===== src/verilog/acs_pkg.sv =====
// Purpose: constants and types for the converter conversion sequencer
// Assumes: APB register access, 50 MHz pclk, 8-bit byte address
// Notes: converter timing is counted in half periods of the converter clock
//
// Functional notes
// - auto trigger restarts the converter prescaler
// - auto trigger samples after two cycles, 13.5 total
// - trigger passes three system clock synchronizer stages
// - free running restarts at completion, start stays high
// - normal 13 cycles, first conversion 25 cycles
// - selection copied from holding register until start
// - copying resumes in final converter clock cycle
// - software start waits for next converter rising edge
// - free running change affects the next conversion
// - halted sleep with idle converter starts a conversion
// - completion request raised even after early wakeup
// - other sleep modes never disable the converter
// - over-range input gives full scale code
// - completion stores result, sets done, clears start unless free running
// - trigger edges during a conversion are ignored
package acs_pkg;
	localparam logic [7:0] ACS_OFS_CTRL = 8'h00;
	localparam logic [7:0] ACS_OFS_SEL = 8'h04;
	localparam logic [7:0] ACS_OFS_DATA = 8'h08;
	localparam logic [7:0] ACS_OFS_STAT = 8'h0c;

	// control register bits
	localparam int ACS_B_EN = 0;
	localparam int ACS_B_START = 1;
	localparam int ACS_B_ATE = 2;
	localparam int ACS_B_FREE = 3;
	localparam int ACS_B_DONE = 4;
	localparam int ACS_B_IE = 5;
	localparam int ACS_B_PS = 6;
	localparam int ACS_PS_W = 3;
	// selection and status fields
	localparam int ACS_B_CHAN = 0;
	localparam int ACS_CHAN_W = 4;
	localparam int ACS_B_REF = 4;
	localparam int ACS_REF_W = 2;
	localparam int ACS_B_BUSY = 8;
	localparam int ACS_B_FIRST = 9;
	localparam int ACS_RES_W = 10;

	// converter timing in half periods of the converter clock
	localparam int ACS_CNT_W = 6;
	localparam logic [5:0] ACS_HALF_FIRST = 6'h32;
	localparam logic [5:0] ACS_SAMP_FIRST = 6'h1b;
	localparam logic [5:0] ACS_HALF_NORM = 6'h1a;
	localparam logic [5:0] ACS_SAMP_NORM = 6'h03;
	localparam logic [5:0] ACS_HALF_AUTO = 6'h1b;
	localparam logic [5:0] ACS_SAMP_AUTO = 6'h04;
	localparam logic [5:0] ACS_LAST_HALVES = 6'h02;

	localparam logic [9:0] ACS_FULL_SCALE = 10'h3ff;
	localparam logic [31:0] ACS_ZERO = 32'h0000_0000;

	typedef struct packed {
		logic [1:0] ref_sel;
		logic [3:0] chan_sel;
	} acs_sel_t;

	typedef enum logic [1:0] {
		ACS_IDLE,
		ACS_WAIT_EDGE,
		ACS_CONV
	} acs_state_t;
endpackage


===== src/verilog/acs_prescaler.sv =====
// Purpose: converter clock prescaler giving half period and rising edge pulses
// Assumes: clear held while converter disabled or pulsed on auto trigger
// Notes: division factor 2,2,4,8,...,128 by select code
`timescale 1ns/1ps
`default_nettype none
module acs_prescaler #(
	parameter int CW = 7
) (
	input wire logic pclk,
	input wire logic presetn,
	input wire logic clr,
	input wire logic [2:0] div_sel,
	output logic half_tick,
	output logic rise
);
	logic [CW-1:0] cnt_r, cnt_nxt, half_len;
	logic phase_r, phase_nxt;
	logic tick_r, tick_nxt, rise_r, rise_nxt;

	always_comb begin
		half_len = (div_sel <= 3'h1) ? CW'(1) : CW'(CW'(1) << (div_sel - 3'h1));
		cnt_nxt = cnt_r;
		phase_nxt = phase_r;
		tick_nxt = 1'b0;
		rise_nxt = 1'b0;
		if (clr) begin
			cnt_nxt = '0;
			phase_nxt = 1'b0;
		end else if (cnt_r + CW'(1) >= half_len) begin
			cnt_nxt = '0;
			phase_nxt = ~phase_r;
			tick_nxt = 1'b1;
			rise_nxt = ~phase_r;
		end else begin
			cnt_nxt = cnt_r + CW'(1);
		end
	end

	always_ff @(posedge pclk or negedge presetn) begin
		if (!presetn) begin
			cnt_r <= '0;
			phase_r <= 1'b0;
			tick_r <= 1'b0;
			rise_r <= 1'b0;
		end else begin
			cnt_r <= cnt_nxt;
			phase_r <= phase_nxt;
			tick_r <= tick_nxt;
			rise_r <= rise_nxt;
		end
	end

	assign half_tick = tick_r;
	assign rise = rise_r;
endmodule // acs_prescaler
`default_nettype wire


===== src/verilog/acs_adc_conversion_sequencer.sv =====
// Purpose: conversion sequencer of a 10-bit successive approximation converter
// Assumes: APB slave, trigger pin asynchronous, sleep and core inputs on pclk
// Notes: result and over-range flag come from the analog core at completion
//
// The address map and the APB slave port are this design's own decisions.
`timescale 1ns/1ps
`default_nettype none
module acs_adc_conversion_sequencer (
	input wire logic pclk,
	input wire logic presetn,
	input wire logic psel,
	input wire logic penable,
	input wire logic pwrite,
	input wire logic [7:0] paddr,
	input wire logic [31:0] pwdata,
	output logic [31:0] prdata,
	output logic pready,
	output logic pslverr,
	input wire logic trig_in,
	input wire logic sleep_noise_mode,
	input wire logic cpu_halted,
	input wire logic over_range,
	input wire logic [9:0] core_result,
	output acs_pkg::acs_sel_t active_sel,
	output logic sample_hold,
	output logic conv_active,
	output logic conv_irq,
	output logic analog_on
);
	import acs_pkg::*;

	// register state
	logic en_r, en_nxt, ate_r, ate_nxt, free_r, free_nxt, ie_r, ie_nxt;
	logic done_r, done_nxt;
	logic [2:0] ps_r, ps_nxt;
	acs_sel_t hold_r, hold_nxt, act_r, act_nxt;
	logic [9:0] result_r, result_nxt;
	logic [31:0] prdata_r, prdata_nxt;
	logic pready_r, pready_nxt, pslverr_r, pslverr_nxt;
	// sequencer state
	acs_state_t st_r, st_nxt;
	logic [5:0] cnt_r, cnt_nxt;
	logic first_r, first_nxt, auto_r, auto_nxt;
	logic sample_r, sample_nxt, irq_r, irq_nxt, halt_r, halt_nxt;
	// trigger synchronizer
	logic trig_s1_r, trig_s2_r, trig_s3_r, trig_lvl_r, trig_lvl_nxt;
	logic trig_rise;
	// helpers
	logic wr, wr_ctrl, setup, hit, complete, unlock, presc_clr, auto_go;
	logic half_tick, adc_rise, free_mode;
	logic [5:0] len, samp;

	acs_prescaler #(.CW(7)) u_presc (
		.pclk(pclk),
		.presetn(presetn),
		.clr(presc_clr),
		.div_sel(ps_r),
		.half_tick(half_tick),
		.rise(adc_rise)
	);

	// three stage synchronizer, level accepted once stages two and three agree
	always_ff @(posedge pclk or negedge presetn) begin
		if (!presetn) begin
			trig_s1_r <= 1'b0;
			trig_s2_r <= 1'b0;
			trig_s3_r <= 1'b0;
			trig_lvl_r <= 1'b0;
		end else begin
			trig_s1_r <= trig_in;
			trig_s2_r <= trig_s1_r;
			trig_s3_r <= trig_s2_r;
			trig_lvl_r <= trig_lvl_nxt;
		end
	end

	always_comb begin
		trig_lvl_nxt = (trig_s2_r == trig_s3_r) ? trig_s3_r : trig_lvl_r;
		trig_rise = trig_s2_r & trig_s3_r & ~trig_lvl_r;
	end

	always_comb begin
		setup = psel & ~penable;
		wr = psel & penable & pready_r & pwrite;
		wr_ctrl = wr && (paddr == ACS_OFS_CTRL);
		hit = (paddr == ACS_OFS_CTRL) || (paddr == ACS_OFS_SEL) ||
			(paddr == ACS_OFS_DATA) || (paddr == ACS_OFS_STAT);
		free_mode = ate_r & free_r;
		if (first_r) begin
			len = ACS_HALF_FIRST;
			samp = ACS_SAMP_FIRST;
		end else if (auto_r) begin
			len = ACS_HALF_AUTO;
			samp = ACS_SAMP_AUTO;
		end else begin
			len = ACS_HALF_NORM;
			samp = ACS_SAMP_NORM;
		end
		complete = (st_r == ACS_CONV) && half_tick && (cnt_r + 6'h01 == len);
		unlock = cnt_r >= (len - ACS_LAST_HALVES);
		auto_go = en_r && ate_r && !free_r && trig_rise && (st_r != ACS_CONV);
		presc_clr = ~en_r | auto_go;
	end

	// register file
	always_comb begin
		en_nxt = en_r;
		ate_nxt = ate_r;
		free_nxt = free_r;
		ie_nxt = ie_r;
		ps_nxt = ps_r;
		hold_nxt = hold_r;
		prdata_nxt = prdata_r;
		pready_nxt = setup;
		pslverr_nxt = setup & ~hit;
		if (wr_ctrl) begin
			en_nxt = pwdata[ACS_B_EN];
			ate_nxt = pwdata[ACS_B_ATE];
			free_nxt = pwdata[ACS_B_FREE];
			ie_nxt = pwdata[ACS_B_IE];
			ps_nxt = pwdata[ACS_B_PS +: ACS_PS_W];
		end else if (wr && (paddr == ACS_OFS_SEL)) begin
			hold_nxt.chan_sel = pwdata[ACS_B_CHAN +: ACS_CHAN_W];
			hold_nxt.ref_sel = pwdata[ACS_B_REF +: ACS_REF_W];
		end
		if (setup) begin
			prdata_nxt = ACS_ZERO;
			if (paddr == ACS_OFS_CTRL) begin
				prdata_nxt[ACS_B_EN] = en_r;
				prdata_nxt[ACS_B_START] = (st_r != ACS_IDLE);
				prdata_nxt[ACS_B_ATE] = ate_r;
				prdata_nxt[ACS_B_FREE] = free_r;
				prdata_nxt[ACS_B_DONE] = done_r;
				prdata_nxt[ACS_B_IE] = ie_r;
				prdata_nxt[ACS_B_PS +: ACS_PS_W] = ps_r;
			end else if (paddr == ACS_OFS_SEL) begin
				prdata_nxt[ACS_B_CHAN +: ACS_CHAN_W] = hold_r.chan_sel;
				prdata_nxt[ACS_B_REF +: ACS_REF_W] = hold_r.ref_sel;
			end else if (paddr == ACS_OFS_DATA) begin
				prdata_nxt[ACS_RES_W-1:0] = result_r;
			end else if (paddr == ACS_OFS_STAT) begin
				prdata_nxt[ACS_B_CHAN +: ACS_CHAN_W] = act_r.chan_sel;
				prdata_nxt[ACS_B_REF +: ACS_REF_W] = act_r.ref_sel;
				prdata_nxt[ACS_B_BUSY] = (st_r == ACS_CONV);
				prdata_nxt[ACS_B_FIRST] = first_r;
			end
		end
	end

	// conversion sequencer
	always_comb begin
		st_nxt = st_r;
		cnt_nxt = cnt_r;
		auto_nxt = auto_r;
		first_nxt = first_r;
		result_nxt = result_r;
		sample_nxt = 1'b0;
		halt_nxt = cpu_halted;
		act_nxt = act_r;
		done_nxt = done_r;
		if (wr_ctrl && pwdata[ACS_B_DONE])
			done_nxt = 1'b0;
		if (st_r != ACS_CONV || unlock)
			act_nxt = hold_r;
		if (!en_r)
			first_nxt = 1'b1;
		if (!en_r) begin
			st_nxt = ACS_IDLE;
			cnt_nxt = '0;
			if (wr_ctrl && pwdata[ACS_B_START] && pwdata[ACS_B_EN]) begin
				st_nxt = ACS_WAIT_EDGE;
				auto_nxt = 1'b0;
			end
		end else if (auto_go) begin
			st_nxt = ACS_CONV;
			cnt_nxt = '0;
			auto_nxt = 1'b1;
		end else begin
			case (st_r)
				ACS_IDLE: begin
					if (wr_ctrl && pwdata[ACS_B_START] && pwdata[ACS_B_EN]) begin
						st_nxt = ACS_WAIT_EDGE;
						auto_nxt = 1'b0;
					end else if (sleep_noise_mode && cpu_halted && !halt_r) begin
						st_nxt = ACS_WAIT_EDGE;
						auto_nxt = 1'b0;
					end
				end
				ACS_WAIT_EDGE: begin
					if (adc_rise) begin
						st_nxt = ACS_CONV;
						cnt_nxt = '0;
					end
				end
				ACS_CONV: begin
					if (half_tick) begin
						cnt_nxt = cnt_r + 6'h01;
						sample_nxt = (cnt_r + 6'h01 == samp);
					end
					if (complete) begin
						result_nxt = over_range ? ACS_FULL_SCALE : core_result;
						done_nxt = 1'b1;
						first_nxt = 1'b0;
						cnt_nxt = '0;
						auto_nxt = 1'b0;
						st_nxt = free_mode ? ACS_CONV : ACS_IDLE;
					end
				end
				default: st_nxt = ACS_IDLE;
			endcase
		end
		if (wr_ctrl && pwdata[ACS_B_EN] && !en_r)
			first_nxt = 1'b1;
		irq_nxt = done_nxt & ie_nxt;
	end

	always_ff @(posedge pclk or negedge presetn) begin
		if (!presetn) begin
			en_r <= 1'b0;
			ate_r <= 1'b0;
			free_r <= 1'b0;
			ie_r <= 1'b0;
			ps_r <= '0;
			done_r <= 1'b0;
			hold_r <= '0;
			act_r <= '0;
			result_r <= '0;
			prdata_r <= ACS_ZERO;
			pready_r <= 1'b0;
			pslverr_r <= 1'b0;
			st_r <= ACS_IDLE;
			cnt_r <= '0;
			first_r <= 1'b1;
			auto_r <= 1'b0;
			sample_r <= 1'b0;
			irq_r <= 1'b0;
			halt_r <= 1'b0;
		end else begin
			en_r <= en_nxt;
			ate_r <= ate_nxt;
			free_r <= free_nxt;
			ie_r <= ie_nxt;
			ps_r <= ps_nxt;
			done_r <= done_nxt;
			hold_r <= hold_nxt;
			act_r <= act_nxt;
			result_r <= result_nxt;
			prdata_r <= prdata_nxt;
			pready_r <= pready_nxt;
			pslverr_r <= pslverr_nxt;
			st_r <= st_nxt;
			cnt_r <= cnt_nxt;
			first_r <= first_nxt;
			auto_r <= auto_nxt;
			sample_r <= sample_nxt;
			irq_r <= irq_nxt;
			halt_r <= halt_nxt;
		end
	end

	assign prdata = prdata_r;
	assign pready = pready_r;
	assign pslverr = pslverr_r;
	assign active_sel = act_r;
	assign sample_hold = sample_r;
	assign conv_active = (st_r == ACS_CONV);
	assign conv_irq = irq_r;
	assign analog_on = en_r;
endmodule // acs_adc_conversion_sequencer
`default_nettype wire


===== config.mk =====
export PLATFORM = sky130hd
export DESIGN_NAME = acs_adc_conversion_sequencer
export DESIGN_NICKNAME = d
export VERILOG_FILES = /design/src/verilog/acs_pkg.sv /design/src/verilog/acs_prescaler.sv /design/src/verilog/acs_adc_conversion_sequencer.sv
export SDC_FILE = /design/constraint.sdc
export NUM_CORES = 1
export LEC_CHECK = 0
export ABC_CLOCK_PERIOD_IN_PS = 5500
export BUFFER_PORTS_ARGS = -buffer_cell sky130_fd_sc_hd__buf_2
export CAP_MARGIN = 20
export CORE_MARGIN = 4
export CORE_UTILIZATION = 56
export DETAILED_ROUTE_END_ITERATION = 10
export PLACE_DENSITY = 0.85
export SLEW_MARGIN = 20
export SYNTH_ARGS = -nofsm -noshare
export SYNTH_HDL_FRONTEND = slang
export SYNTH_SLANG_ARGS = --single-unit

===== constraint.sdc =====
create_clock -name pclk -period 5.5 [get_ports pclk]
set_input_delay 1.375 -clock pclk [delete_from_list [all_inputs] [get_ports pclk]]
set_output_delay 1.375 -clock pclk [all_outputs]
set_load 0.02 [all_outputs]

-- After elaboration in Yosys (flattened, before gate mapping)
Index checks and enable logic that the tools add are counted.
- latch bits: 0
- output and inout bits: 44
- word-level logic and storage cells: 163
- bits of input ports: 59
- memory bits (writable): 0
- flip-flop bits (word level): 69
- bits in read-only memories: 0
- memories kept: 0
- div/mod/pow operators: 0
- bitwise operators: 17
- reduce and logical (&&, ||, !) cells: 32
- multiplexer cells: 61
- equal/unequal tests: 16
- add/subtract/negate cells: 4
- order comparisons: 3
- shift-type cells: 1
- multiply operators: 0
- operators by type and width (operator ; count):
    2-to-1 mux 6 bit ; 9
    2-to-1 mux 1 bit ; 31
    2-to-1 mux 7 bit ; 3
    2-to-1 mux 2 bit ; 10
    == test 8 x 4 -> 1 bit, second input constant ; 2
    logical AND 1 bit ; 15
    == test 6 bit ; 2
    != test 4 x 2 -> 1 bit, second input constant ; 3
    one-hot mux 6 bit (2 select lines) ; 1
    2-to-1 mux 10 bit ; 1
    AND 1 bit ; 9
    2-to-1 mux 9 bit ; 1
    == test 8 x 3 -> 1 bit, second input constant ; 1
    logical NOT 8 bit ; 1
    AND reduction 4 bit ; 2
    adder 7 x 1 -> 7 bit, second input constant ; 1
    greater-or-equal comparator 7 bit ; 1
    NOT 1 bit ; 7
    left shift 1 x 3 -> 7 bit, first input constant ; 1
    adder 6 x 1 -> 6 bit, second input constant ; 1
    greater-or-equal comparator 6 bit ; 1
    one-hot mux 2 bit (3 select lines) ; 1
    AND reduction 3 bit ; 2
    nonzero test 2 bit ; 3
    other kinds (20) ; 25

-- Longest topological paths before layout
- depth in word-level cells: 11
- depth in mapped cells: 12
- depth with buffers taken out: 11

-- Hierarchy
A second synthesis with hierarchy kept.
- cells, all modules: 349
- area total of the unflattened synthesis: 3754.9 um^2
- by module, submodules not included (module ; instances ; cells an instance ; sequential area each (um^2) ; area an instance (um^2)):
    acs_adc_conversion_sequencer ; 1 ; 290 ; 1477.7 ; 3141.8
    acs_prescaler ; 1 ; 59 ; 250.2 ; 613.1

-- Least setup slack after synthesis
Ideal clock, no wire load.
- path kind: input -> register
- start point: input paddr[3]
- end point: register prdata_r[3], in the netlist prdata[3]
- cell stages on the path: 3
- setup time: 121 ps
- arrival: 2488 ps
- required time: 5379 ps
- path buffers: 1
- path slack: 2891 ps
- path through: buf_1 mux4_2 a22o_1
- word-level cells in the longest chain between the ends: 5
- elaborated cells between the ends (all ways): 8
- classes of those cells: eq/ne: 3; mux: 4; reduce/logical: 1
- RTL lines (element ; RTL line ; RTL):
    start: declaration ; acs_adc_conversion_sequencer.sv:14 ; input wire logic [7:0] paddr,
    == test 8 x 4 -> 1 bit ; acs_adc_conversion_sequencer.sv:141 ; end else if (paddr == ACS_OFS_STAT) begin
    2-to-1 mux 6 bit ; acs_adc_conversion_sequencer.sv:141 ;
    2-to-1 mux 6 bit ; acs_adc_conversion_sequencer.sv:139 ; end else if (paddr == ACS_OFS_DATA) begin
    2-to-1 mux 6 bit ; acs_adc_conversion_sequencer.sv:136 ; end else if (paddr == ACS_OFS_SEL) begin
    2-to-1 mux 9 bit (*) ; acs_adc_conversion_sequencer.sv:128 ; if (paddr == ACS_OFS_CTRL) begin
    end signal: assignment ; acs_adc_conversion_sequencer.sv:248 ; prdata_r <= prdata_nxt;
    end: declaration ; acs_adc_conversion_sequencer.sv:38 ; logic [31:0] prdata_r, prdata_nxt;
Every way passes the cells marked *; elsewhere a longest branch is shown, timed or not.
A chain may end at the register's enable or synchronous reset.

-- Worst setup path after layout
- start point: register st_r[0]
- end point: output conv_active
- word-level cells in the longest chain between the ends: 1
- RTL lines (element ; RTL line ; RTL):
    start: declaration ; acs_adc_conversion_sequencer.sv:41 ; acs_state_t st_r, st_nxt;
    start signal: assignment ; acs_adc_conversion_sequencer.sv:251 ; st_r <= st_nxt;
    == test 2 bit ; acs_adc_conversion_sequencer.sv:266 ; assign conv_active = (st_r == ACS_CONV);
    end: declaration ; acs_adc_conversion_sequencer.sv:26 ; output logic conv_active,
No other way between the ends.

==> out/metrics.cfg <==
[status]
status = completed

[routing]
dr_vias = 2764
drtPass1Iterations = 4
drc = 0
routed_wirelength_um = 7770
detail_route.vias_per_cell = 5.69
route.detailed.wl_per_inst_um = 16.0
detail_route.iter0.violations = 156
antenna_violating_nets_post_route = 0

[floorplan]
die_y_um = 89.5
core_area_um2 = 6390
floorplan.die_area_um2 = 8000
initial_utilization = 0.582
row_count = 29
fp.dieW_um = 89.5
io_pins = 103

[finish]
insertedDiodeCount = 0
layout-area-overhead-vs-synth_pct = 11.1
final_design_area_no_fill_um2 = 4130
drive_above_1_share = 0.281
ff_latch_area_um2 = 1730
fill_cells = 507
design.final.nets = 476
multiInputGateArea_um2 = 1780

[sta]
fin_tns_setup_ns = 0
setup_violations = 0
final_period_minus_worst_setup_slack_ns = 2.73
max_slew_margin = 0.437
fin_crit_sh = 0.496
fin_worst_skew_ns = 0.00648
setup_slack_ns = 2.77
max_clock_freq_mhz = 367
worst_tran_pin_value_ns = 0.845
slew_viol_final = 0
finalHoldViolations = 0
unrepaired_setup_endpoints_after_global_routing = false

[power_and_ir_drop]
p_sw_frac = 0.242
finalPower_mw = 0.996
p_leak_nw = 2.14
powerDensity_nw_per_um2 = 241
irDropWorstVdd_mv = 0.197
pwr-share-clk = 0.420
internal-power_mw = 0.754
seq_power_share = 0.517
combinationalPowerShare = 0.063
net-switching-power_mw = 0.241

[synth]
synth_top_cells_by_count = sky130_fd_sc_hd__dfrtp_1 (68), sky130_fd_sc_hd__nand2_1 (39), sky130_fd_sc_hd__nor2_1 (31)
synth-warning-count = 0
synthesis.area_per_instance_um2 = 10.5
synth_seq_cells = 69
synth-seq-area-share = 0.465
synth.area.top_cells = sky130_fd_sc_hd__dfrtp_1 (46%), sky130_fd_sc_hd__mux2_2 (6.1%), sky130_fd_sc_hd__buf_4 (5.1%)
synth.largest_area_cell = sky130_fd_sc_hd__dfrtp_1
synth_edf_count = 0
post-synth-top-count-cell = sky130_fd_sc_hd__dfrtp_1
synth_area_um2 = 3720
synth_flop_cell = sky130_fd_sc_hd__dfrtp_1
postSynth.asyncResetShare = 1.00
synth_largest_type_area_fraction = 0.458
netlist-cell-type-count = 59
syn_inst = 353

[clock_network]
cts-buffers-inserted = 9
max-clock-path-buffers = 2
ctsHoldBuffers = 0
tritoncts = yes
clkLatencyLatePin_ns = 0.35
clk_root_buf = sky130_fd_sc_hd__clkbuf_8
h_tree_level_count = 3
cts_resized = 0
clkTransAtPathRegs_ns = 0.07
cts_sinks = 69
post-cts-setup-buffer-count = 0

[placement]
finalWeightedCongestion = 0.827
post-place-ws_ns = 2.63
post_dp_cell_area_um2 = 3930
post_dp_hpwl_um = 5680
numPortBuffers = 57

[global_routing]
antenna_found_initial = 0
global_route.overflow_total = 0
grt_pass1_vias = 2666
global_route.usage.total = 0.203
grt_start_max_net_pins = 70
global_route_wire_length_before_repair_um = 12300

[worst_setup_path]
critPathCapture = conv_active
type_of_the_worst_setup_path = register to output pin
crit_path_end_kind = output pin
cp_data_arrival_time_ns = 1.35
r2r_start = u_presc.cnt_r[0]
critPathRequiredTime_ns = 4.12
worstSetupStartpointType = register
timing_startpoint_of_the_critical_path = st_r[0]
timing.critical_path.fanout_max = 7
rr_worst_depth = 10
critical_path.reg2reg.endpoint = u_presc.phase_r
regToRegSetupSlack_ns = 2.83

[job]
max-cap-violations = 0

[hold_path]
holdPathStages = 0
hp-class = register to register

sequential cells by signal (all words and copies together) (netlist names), 2 cells and up:
signal	cells
ps_r	3
u_presc.cnt_r	7
active_sel	6
hold_r	6
cnt_r	6
result_r	10
prdata	10
st_r	2
layout by cell type (no fill, tap or decap), drive strengths merged, types with 2 or more instances in the layout:
| master | count |
|---|---|
| nor3 | 4 |
| mux4 | 6 |
| nor2b | 2 |
| o41ai | 2 |
| a21o | 3 |
| inv | 10 |
| buf | 58 |
| mux2i | 3 |
| xnor2 | 4 |
| mux2 | 20 |
| clkbuf | 11 |
| dfrtp | 68 |
| o211ai | 4 |
| nand3 | 12 |
| a2bb2oi | 2 |
| nand2b | 3 |
| clkinvlp | 2 |
| a31oi | 2 |
| nand3b | 5 |
| nand4 | 4 |
| and2 | 4 |
| and4 | 2 |
| xor2 | 6 |
| nor2 | 31 |
| conb | 22 |
| a21oi | 8 |
| ha | 13 |
| a211oi | 2 |
| or3b | 2 |
| nand2 | 39 |
| o21ai | 21 |
| a22o | 8 |
| and3 | 9 |
logic make-up (layout without fill, tap and decap cells):
group / after synthesis / in the layout / synth area share
simple gates: 123 / 123 / 0.170
fa+ha+maj: 13 / 13 / 0.0438
other cells: 1 / 22 / 0.00101
flops: 69 / 69 / 0.465
buf+inv: 48 / 83 / 0.0781
mux: 29 / 29 / 0.105
compound gates: 60 / 60 / 0.114
xor+xnor: 10 / 10 / 0.0236
routing by layer:
metal | GRT usage | share of wire | wire length [um]
met1 | 0.268 | 0.40 | 3130
met2 | 0.329 | 0.51 | 3960
met3 | 0.0599 | 0.077 | 595
met4 | 0.0582 | 0.011 | 87
met5 | 0 | 0 | 0
area by class of cell:
class | count | share of cell area
clock buffer | 11 | 0.0343
clock inverter | 5 | 0.0142
inverter | 9 | 0.00818
multi-input combinational | 257 | 0.430
sequential | 69 | 0.419
tap | 77 | 0.0233
timing repair buffer | 58 | 0.0709
metrics by stage:
| stage | hold slack (ns) | util | cells |
|---|---|---|---|
| floorplan | 0.331 | - | 374 |
| global placement | 0.334 | 0.615 | 470 |
| detailed placement | 0.342 | 0.615 | 470 |
| CTS | 0.365 | 0.646 | 486 |
| global route | 0.384 | 0.646 | 486 |
| finish | 0.363 | 0.646 | 486 |
power groups by stage:
stage / clock, mW / combinational, mW / sequential [mW]
after detailed placement: 0 / 0.0634 / 0.524
after global routing: 0.447 / 0.0703 / 0.515
after global placement: 0 / 0.0620 / 0.524
after floorplan: 0 / 0.0441 / 0.525
after CTS: 0.424 / 0.0637 / 0.514
final: 0.418 / 0.0628 / 0.514
worst min-delay path by stage:
stage                          from         to  slack [ns]
after CTS                 trig_s1_r  trig_s2_r        0.37
after global routing      trig_s1_r  trig_s2_r        0.38
after floorplan           trig_s1_r  trig_s2_r        0.33
after global placement    trig_s1_r  trig_s2_r        0.33
final                     trig_s1_r  trig_s2_r        0.36
after detailed placement  trig_s1_r  trig_s2_r        0.34
worst max-delay path, stage by stage (launching register included):
cell	delay [ns]
sky130_fd_sc_hd__dfrtp_1	0.44
sky130_fd_sc_hd__nand2b_4	0.19
sky130_fd_sc_hd__inv_1	0.17
sky130_fd_sc_hd__buf_2	0.21
Power figures use the tool's default switching activity.
